## src/strobe_pkg.sv

```systemverilog
// Purpose: constants for the camera flash-strobe controller
// Assumes: 16-bit registers on a plain register port, byte addressed
// Notes: offsets are the byte addresses of the 16-bit registers
package strobe_pkg;
	localparam logic [15:0] OFS_LINE_DELAY = 16'h2020;
	localparam logic [15:0] OFS_PULSE_WIDTH = 16'h2022;
	localparam logic [15:0] OFS_STROBE_SETTING = 16'h2024;
	localparam logic [15:0] OFS_CAPTURE_CMD = 16'h2030;
	localparam logic [15:0] OFS_PIN_MUX = 16'h2032;
	localparam logic [15:0] OFS_IRQ_STATUS = 16'h2034;
	localparam logic [15:0] OFS_IRQ_MASK = 16'h2036;
	localparam logic [15:0] OFS_CAPTURE_STATUS = 16'h2038;
	localparam int BIT_PORT_EN = 0;
	localparam int BIT_ACTIVE_HIGH = 1;
	localparam int BIT_DELAY_LO = 4;
	localparam int BIT_CAM_EN = 11;
	localparam int BIT_REQ_FLAG = 15;
	localparam logic [15:0] SETTING_WRITE_MASK = 16'h08F3;
	localparam logic [15:0] RESET_VALUE = 16'h0000;
	localparam int BIT_CMD_STOP = 2;
	localparam int BIT_CMD_START = 3;
	localparam int BIT_CMD_SINGLE = 6;
	localparam int MUX_HI = 15;
	localparam int MUX_LO = 14;
	localparam logic [1:0] MUX_STROBE = 2'h3;
	localparam int REQ_CYCLES = 4;
	localparam int IRQ_BITS = 3;
	localparam int IRQ_REQ = 0;
	localparam int IRQ_PULSE_DONE = 1;
	localparam int IRQ_CAPTURE = 2;
	typedef enum logic [1:0] {
		ST_IDLE = 2'b00,
		ST_WAIT = 2'b01,
		ST_PULSE = 2'b10,
		ST_HOLD = 2'b11
	} strobe_state_t;
endpackage

```

## src/sync2.sv

```systemverilog
// Purpose: two-flop synchroniser for one level
// Assumes: input is asynchronous to clk_sys
// Notes: first stage is read only by the second
`timescale 1ns/100ps
`default_nettype none
module sync2 (
	// clock and reset
	input wire logic clk_sys,
	input wire logic rst_b,
	// level
	input wire logic async_in,
	output logic sync_out
);
	logic meta_q;
	logic meta_d;
	logic sync_q;
	logic sync_d;

	always_comb begin
		meta_d = async_in;
		sync_d = meta_q;
	end

	always_ff @(posedge clk_sys) begin
		if (!rst_b) begin
			meta_q <= 1'b0;
			sync_q <= 1'b0;
		end else begin
			meta_q <= meta_d;
			sync_q <= sync_d;
		end
	end

	assign sync_out = sync_q;
endmodule // sync2
`default_nettype wire

```

## src/edge_find.sv

```systemverilog
// Purpose: rise and fall pulses of a synchronised level
// Assumes: input already in the clk_sys domain
// Notes: one-cycle pulses
`timescale 1ns/100ps
`default_nettype none
module edge_find (
	// clock and reset
	input wire logic clk_sys,
	input wire logic rst_b,
	// level and edges
	input wire logic level_in,
	output logic rise,
	output logic fall
);
	logic prev_q;
	logic prev_d;

	always_comb begin
		prev_d = level_in;
	end

	always_ff @(posedge clk_sys) begin
		if (!rst_b) begin
			prev_q <= 1'b0;
		end else begin
			prev_q <= prev_d;
		end
	end

	assign rise = level_in & ~prev_q;
	assign fall = ~level_in & prev_q;
endmodule // edge_find
`default_nettype wire

```

## src/camera_strobe_control.sv

```systemverilog
// Purpose: camera flash strobe controller with frame capture delay
// Assumes: camera pins sampled by clk_sys; camera clock far slower
// Notes: frame capture ready pulse marks the frame the capture path should keep
`timescale 1ns/100ps
`default_nettype none
module camera_strobe_control
	import strobe_pkg::*;
#(
	parameter int REQ_LEN = REQ_CYCLES
) (
	// system
	input wire logic clk_sys,
	input wire logic rst_b,
	// register port
	input wire logic [15:0] reg_addr,
	input wire logic [15:0] reg_wdata,
	input wire logic reg_wr,
	input wire logic reg_rd,
	output logic [15:0] reg_rdata,
	// camera
	input wire logic cam_pixel_clock,
	input wire logic cam_line_reference,
	input wire logic cam_frame_reference,
	// flash pin
	output logic shared_port_b_pin7,
	output logic shared_port_b_pin7_oe,
	// capture path and interrupt
	output logic capture_frame,
	output logic irq
);
	// ****************************************
	// input synchronisation and edges
	// ****************************************
	logic pclk_s, href_s, vref_s;
	logic pclk_rise, href_fall, vref_rise, vref_fall;
	logic unused_pclk_fall, unused_href_rise;

	sync2 u_sync_pclk (.clk_sys(clk_sys), .rst_b(rst_b), .async_in(cam_pixel_clock),
		.sync_out(pclk_s));
	sync2 u_sync_href (.clk_sys(clk_sys), .rst_b(rst_b), .async_in(cam_line_reference),
		.sync_out(href_s));
	sync2 u_sync_vref (.clk_sys(clk_sys), .rst_b(rst_b), .async_in(cam_frame_reference),
		.sync_out(vref_s));
	edge_find u_edge_pclk (.clk_sys(clk_sys), .rst_b(rst_b), .level_in(pclk_s),
		.rise(pclk_rise), .fall(unused_pclk_fall));
	edge_find u_edge_href (.clk_sys(clk_sys), .rst_b(rst_b), .level_in(href_s),
		.rise(unused_href_rise), .fall(href_fall));
	edge_find u_edge_vref (.clk_sys(clk_sys), .rst_b(rst_b), .level_in(vref_s),
		.rise(vref_rise), .fall(vref_fall));

	// ****************************************
	// registers
	// ****************************************
	logic [15:0] line_delay_q, line_delay_d;
	logic [15:0] pulse_width_q, pulse_width_d;
	logic [15:0] setting_q, setting_d;
	logic [15:0] pin_mux_q, pin_mux_d;
	logic single_mode_q, single_mode_d;
	logic req_flag_q, req_flag_d;
	logic [IRQ_BITS-1:0] irq_stat_q, irq_stat_d;
	logic [IRQ_BITS-1:0] irq_mask_q, irq_mask_d;
	logic [15:0] rdata_q, rdata_d;
	logic cmd_stop, cmd_start;
	logic cam_req;
	logic pulse_done;

	logic port_en, active_high, cam_en, pin_sel;
	logic [3:0] frame_delay;
	assign port_en = setting_q[BIT_PORT_EN];
	assign active_high = setting_q[BIT_ACTIVE_HIGH];
	assign cam_en = setting_q[BIT_CAM_EN];
	assign pin_sel = (pin_mux_q[MUX_HI:MUX_LO] == MUX_STROBE);
	// single mode forces zero frames of delay
	assign frame_delay = single_mode_q ? 4'h0 : setting_q[BIT_DELAY_LO +: 4];

	logic wr_cmd;
	assign wr_cmd = reg_wr && (reg_addr == OFS_CAPTURE_CMD);
	assign cmd_stop = wr_cmd && reg_wdata[BIT_CMD_STOP];
	assign cmd_start = wr_cmd && reg_wdata[BIT_CMD_START];

	always_comb begin
		line_delay_d = line_delay_q;
		pulse_width_d = pulse_width_q;
		setting_d = setting_q;
		pin_mux_d = pin_mux_q;
		single_mode_d = single_mode_q;
		irq_mask_d = irq_mask_q;
		irq_stat_d = irq_stat_q;
		rdata_d = 16'h0000;
		if (reg_wr) begin
			if (reg_addr == OFS_LINE_DELAY) begin
				line_delay_d = reg_wdata;
			end else if (reg_addr == OFS_PULSE_WIDTH) begin
				pulse_width_d = reg_wdata;
			end else if (reg_addr == OFS_STROBE_SETTING) begin
				// reserved bits and the flag are not writable
				setting_d = reg_wdata & SETTING_WRITE_MASK;
			end else if (reg_addr == OFS_PIN_MUX) begin
				pin_mux_d = reg_wdata;
			end else if (reg_addr == OFS_CAPTURE_CMD) begin
				single_mode_d = reg_wdata[BIT_CMD_SINGLE];
			end else if (reg_addr == OFS_IRQ_STATUS) begin
				irq_stat_d = irq_stat_q & ~reg_wdata[IRQ_BITS-1:0];
			end else if (reg_addr == OFS_IRQ_MASK) begin
				irq_mask_d = reg_wdata[IRQ_BITS-1:0];
			end
		end
		// set after clear so a simultaneous event wins
		if (cam_req) begin
			irq_stat_d[IRQ_REQ] = 1'b1;
		end
		if (pulse_done) begin
			irq_stat_d[IRQ_PULSE_DONE] = 1'b1;
		end
		if (capture_frame) begin
			irq_stat_d[IRQ_CAPTURE] = 1'b1;
		end
		if (reg_rd) begin
			if (reg_addr == OFS_LINE_DELAY) begin
				rdata_d = line_delay_q;
			end else if (reg_addr == OFS_PULSE_WIDTH) begin
				rdata_d = pulse_width_q;
			end else if (reg_addr == OFS_STROBE_SETTING) begin
				rdata_d = setting_q;
				rdata_d[BIT_REQ_FLAG] = req_flag_q;
			end else if (reg_addr == OFS_PIN_MUX) begin
				rdata_d = pin_mux_q;
			end else if (reg_addr == OFS_CAPTURE_CMD) begin
				rdata_d[BIT_CMD_SINGLE] = single_mode_q;
			end else if (reg_addr == OFS_IRQ_STATUS) begin
				rdata_d[IRQ_BITS-1:0] = irq_stat_q;
			end else if (reg_addr == OFS_IRQ_MASK) begin
				rdata_d[IRQ_BITS-1:0] = irq_mask_q;
			end
		end
	end

	always_ff @(posedge clk_sys) begin
		if (!rst_b) begin
			line_delay_q <= RESET_VALUE;
			pulse_width_q <= RESET_VALUE;
			setting_q <= RESET_VALUE;
			pin_mux_q <= RESET_VALUE;
			single_mode_q <= 1'b0;
			irq_stat_q <= '0;
			irq_mask_q <= '0;
			rdata_q <= 16'h0000;
		end else begin
			line_delay_q <= line_delay_d;
			pulse_width_q <= pulse_width_d;
			setting_q <= setting_d;
			pin_mux_q <= pin_mux_d;
			single_mode_q <= single_mode_d;
			irq_stat_q <= irq_stat_d;
			irq_mask_q <= irq_mask_d;
			rdata_q <= rdata_d;
		end
	end

	assign reg_rdata = rdata_q;
	assign irq = |(irq_stat_q & irq_mask_q);

	// ****************************************
	// camera strobe request detection
	// ****************************************
	logic [2:0] req_cnt_q, req_cnt_d;
	logic req_cond;
	// line high and frame low counted in camera clock periods
	assign req_cond = href_s && !vref_s;
	assign cam_req = pclk_rise && req_cond && (req_cnt_q == 3'(REQ_LEN - 1));

	always_comb begin
		req_cnt_d = req_cnt_q;
		req_flag_d = req_flag_q;
		if (!req_cond) begin
			req_cnt_d = 3'h0;
		end else if (pclk_rise && req_cnt_q < 3'(REQ_LEN)) begin
			req_cnt_d = req_cnt_q + 3'h1;
		end
		if (vref_fall) begin
			req_flag_d = 1'b0;
		end
		if (cam_req) begin
			req_flag_d = 1'b1;
		end
	end

	always_ff @(posedge clk_sys) begin
		if (!rst_b) begin
			req_cnt_q <= 3'h0;
			req_flag_q <= 1'b0;
		end else begin
			req_cnt_q <= req_cnt_d;
			req_flag_q <= req_flag_d;
		end
	end

	// ****************************************
	// strobe timing
	// ****************************************
	strobe_state_t state_q, state_d;
	logic [16:0] line_cnt_q, line_cnt_d;
	logic [3:0] frm_cnt_q, frm_cnt_d;
	logic pending_q, pending_d;
	logic trigger;
	logic strobe_active;

	assign trigger = port_en && ((single_mode_q && cmd_start)
		|| (!single_mode_q && cmd_stop)
		|| (cam_en && cam_req));

	always_comb begin
		state_d = state_q;
		line_cnt_d = line_cnt_q;
		frm_cnt_d = frm_cnt_q;
		pending_d = pending_q || trigger;
		pulse_done = 1'b0;
		capture_frame = 1'b0;
		case (state_q)
			ST_IDLE: begin
				// pulse is framed against the next frame start
				if (pending_q && vref_rise) begin
					state_d = ST_WAIT;
					pending_d = trigger;
					line_cnt_d = 17'h00000;
				end
			end
			ST_WAIT: begin
				if (href_fall) begin
					if (line_cnt_q == {1'b0, line_delay_q}) begin
						state_d = ST_PULSE;
						line_cnt_d = 17'h00000;
					end else begin
						line_cnt_d = line_cnt_q + 17'h00001;
					end
				end
			end
			ST_PULSE: begin
				if (href_fall) begin
					if (line_cnt_q == {1'b0, pulse_width_q}) begin
						state_d = ST_HOLD;
						pulse_done = 1'b1;
						frm_cnt_d = frame_delay;
					end else begin
						line_cnt_d = line_cnt_q + 17'h00001;
					end
				end
			end
			ST_HOLD: begin
				if (frm_cnt_q == 4'h0) begin
					capture_frame = 1'b1;
					state_d = ST_IDLE;
				end else if (vref_fall) begin
					frm_cnt_d = frm_cnt_q - 4'h1;
				end
			end
			default: begin
				state_d = ST_IDLE;
			end
		endcase
		if (!port_en) begin
			state_d = ST_IDLE;
			pending_d = 1'b0;
		end
	end

	always_ff @(posedge clk_sys) begin
		if (!rst_b) begin
			state_q <= ST_IDLE;
			line_cnt_q <= 17'h00000;
			frm_cnt_q <= 4'h0;
			pending_q <= 1'b0;
		end else begin
			state_q <= state_d;
			line_cnt_q <= line_cnt_d;
			frm_cnt_q <= frm_cnt_d;
			pending_q <= pending_d;
		end
	end

	// ****************************************
	// pin drive
	// ****************************************
	logic pin_q, pin_d, oe_q, oe_d;
	assign strobe_active = (state_q == ST_PULSE) && port_en;

	always_comb begin
		// inactive level follows polarity even while idle
		pin_d = strobe_active ? active_high : !active_high;
		oe_d = pin_sel && port_en;
	end

	always_ff @(posedge clk_sys) begin
		if (!rst_b) begin
			pin_q <= 1'b1;
			oe_q <= 1'b0;
		end else begin
			pin_q <= pin_d;
			oe_q <= oe_d;
		end
	end

	assign shared_port_b_pin7 = pin_q;
	assign shared_port_b_pin7_oe = oe_q;
endmodule // camera_strobe_control
`default_nettype wire

```

## config.mk

```make
export PLATFORM = sky130hd
export DESIGN_NAME = camera_strobe_control
export DESIGN_NICKNAME = d
export VERILOG_FILES = /design/src/strobe_pkg.sv /design/src/sync2.sv /design/src/edge_find.sv /design/src/camera_strobe_control.sv
export SDC_FILE = /design/constraint.sdc
export NUM_CORES = 1
export LEC_CHECK = 0
export ABC_AREA = 1
export BUFFER_PORTS_ARGS = -buffer_cell sky130_fd_sc_hd__buf_2
export CAP_MARGIN = 40
export CORE_UTILIZATION = 60
export DETAILED_ROUTE_END_ITERATION = 8
export PLACE_DENSITY = 0.8
export SYNTH_ARGS = -nofsm -noshare
export SYNTH_HDL_FRONTEND = slang
export SYNTH_SLANG_ARGS = --single-unit
```

## constraint.sdc

```tcl
create_clock -name clk_sys -period 2.75 [get_ports clk_sys]
set_input_delay 0.55 -clock clk_sys [delete_from_list [all_inputs] [get_ports clk_sys]]
set_output_delay 0.55 -clock clk_sys [all_outputs]
set_load 0.02 [all_outputs]
```

==> results.cfg <==
[global_route]
antenna_found_initial = 0
grt-busiest-layer = met2
grt_pass1_wl_um = 27200
grt_overflow_total = 0
grt_use_met1_pct = 43.3
globalRouteTotalUtil_pct = 35.5
grt_start_max_net_pins = 82
met2_usage_pct = 58.7
grt_pass1_vias = 5689
use_met3_pct = 8.56

[clock_network]
tritoncts = done
htree_levels = 4
clock_path_buffers = 2
clk_pin_slew_ns = 0.06
cts.sinks = 117
cts-buffers-inserted = 17
ctsHoldBuffers = 0
cts_setup_buffers = 0
post_cts_resized = 0
insertion_delay_ns = 0.54
cts_root_buf = clkbuf_8

[synth]
ys_ff_latch = 117
synth_seq_area_share_pct = 39.6
synth_top_area_share_pct = 39.6
synthArstFlopShare_pct = 0
syn_area_per_cell_um2 = 6.80
synth-main-ff-cell = dfxtp_1
yosys.area.top_type = dfxtp_1
synth_commonest_cells = 196 x nand2_1, 132 x inv_1, 117 x dfxtp_1, 81 x nor2_1, 81 x o21ai_0
ys_warn_count = 0
synth_area_leaders = dfxtp_1 40%, nand2_1 12%, inv_1 8.4%
netlist_area_um2 = 5910
synth_nets = 917
yosysMostFrequentCell = nand2_1
synth-edff-count = 0
synth_cells = 869
synthDistinctLibCells = 38

[final_layout]
antenna_cells = 0
stdcell_area_um2 = 6840
num-fill-cells = 784
seqCellArea_um2 = 2340
fin_nets = 966
layoutNonFillerInstCount = 1060
drive_gt1_share_pct = 13.2
area_growth_pct = 15.8
final_core_util_pct = 73.0
multiInputGateArea_um2 = 2850

[routing]
antenna_left = 0
drt_iter0_markers = 434
drc = 0
wl_um = 17200
wire_per_inst_um = 16.2
dr.pass1.iters = 6
vias = 5950
vias_per_cell = 5.61

[pwr]
total_power_mw = 4.18
leakagePower_nw = 3.06
ir_worst_vdd_uv = 518
power.density_nw_per_um2 = 611

[sta]
clock.fmax_mhz = 435
finalCritPeriodShare_pct = 83.6
rsz0062_at_grt = false
finalHoldViolCount = 0
setup_viol = 0
layout_setup_ws_ns = 0.450
skew_ns = 0.00746
max_slew_margin_pct = 48.8
hold_ws_ns = 0.197
tightest_slew_ns = 0.769
fin_setup_tns_ns = 0
period_needed_ns = 2.30
drv_slew = 0

[job]
cap_violations = 0

[place]
hpwl_um = 11800
dpl.cell_count = 1028
io_buffers = 58
dp_slack_ns = 0.403
gp_congestion = 0.974
place_area_um2 = 6210

[floorplanning]
dieWidth_um = 101
dieArea_um2 = 10200
coreArea_um2 = 9370
start_util_pct = 63.1
io_pins = 59
die_h_um = 101
rows = 35

[worst_setup_path]
cp-end-kind = flip-flop
critPathKind = reg2reg
arrival_ns = 2.72
crit_path_start_kind = flip-flop
crit_required_ns = 3.17
crit_fanout = 8

[run_status]
outcome = complete, no violations

[hold_path]
hp-class = in2reg
final timing paths:
kind	startpoint	to	slack, ns	cells after the start
worst min register to register	u_sync_vref.meta_q	u_sync_vref.sync_out	0.42	2
worst max-delay path	line_cnt_q[3]	line_cnt_q[2]	0.45	13
worst max register to register	line_cnt_q[3]	line_cnt_q[2]	0.45	13
worst min-delay path	cam_line_reference	u_sync_href.meta_q	0.20	3
report_power, final:
part | internal (mW) | switching (mW) | leakage [nW]
Combinational | 0.0405 | 0.0860 | 1.82
Sequential | 1.70 | 0.00245 | 0.943
Clock | 1.54 | 0.808 | 0.295
Total | 3.28 | 0.897 | 3.06
state kept, by name, summed over array words and instances (netlist names), 3 cells and up:
name / flops
line_cnt_q: 17
line_delay_q: 16
pin_mux_q: 16
pulse_width_q: 16
reg_rdata: 16
setting_q: 7
frm_cnt_q: 4
irq_mask_q: 3
irq_stat_q: 3
req_cnt_q: 3
cells in the final DEF, fill, tap and decap left out, types with 6 or more instances in the layout:
cell type,n
nand3_1,43
nand2_1,196
nor2_2,6
nor2_1,81
o21ai_1,9
nand4_1,12
buf_4,6
inv_1,132
clkbuf_16,16
dfxtp_1,117
buf_2,58
o211ai_1,8
inv_2,7
ha_1,9
xor2_1,6
o21ai_0,81
a21oi_1,80
o221ai_1,11
logic make-up after synthesis:
family	after synthesis	synth area share, %
simple gates	360	26.4
compound gates	199	18.3
buf+inv	173	12.2
flops	117	39.6
xor+xnor	10	1.48
fa+ha+maj	9	1.91
mux	1	0.169
final cells by class:
| type | instances | share of cell area [%] |
|---|---|---|
| multi-input combinational | 579 | 41.6 |
| sequential | 117 | 34.2 |
| inverter | 139 | 7.63 |
| clock buffer | 20 | 6.66 |
| timing repair buffer | 64 | 4.90 |
| clock inverter | 12 | 2.58 |
| tap | 129 | 2.36 |
routing by layer:
| layer | vias up | routed length, um |
|---|---|---|
| li1 | 2889 | - |
| met2 | 277 | 8030 |
| met5 | - | 0 |
| met3 | 54 | 1600 |
| met1 | 2730 | 6990 |
| met4 | 0 | 531 |
critical path, stage by stage, from the launching register on:
cell,delay [ns]
dfxtp_1,0.45
inv_1,0.10
nand2_1,0.07
nand2_1,0.07
nor2_1,0.16
nand3_1,0.14
nor2_1,0.15
nand2_1,0.16
nand2_1,0.15
nand2_2,0.15
nand2_1,0.09
nand2_1,0.17
nand2_1,0.20
nor2_1,0.10
(Power assumes the default switching activity.)
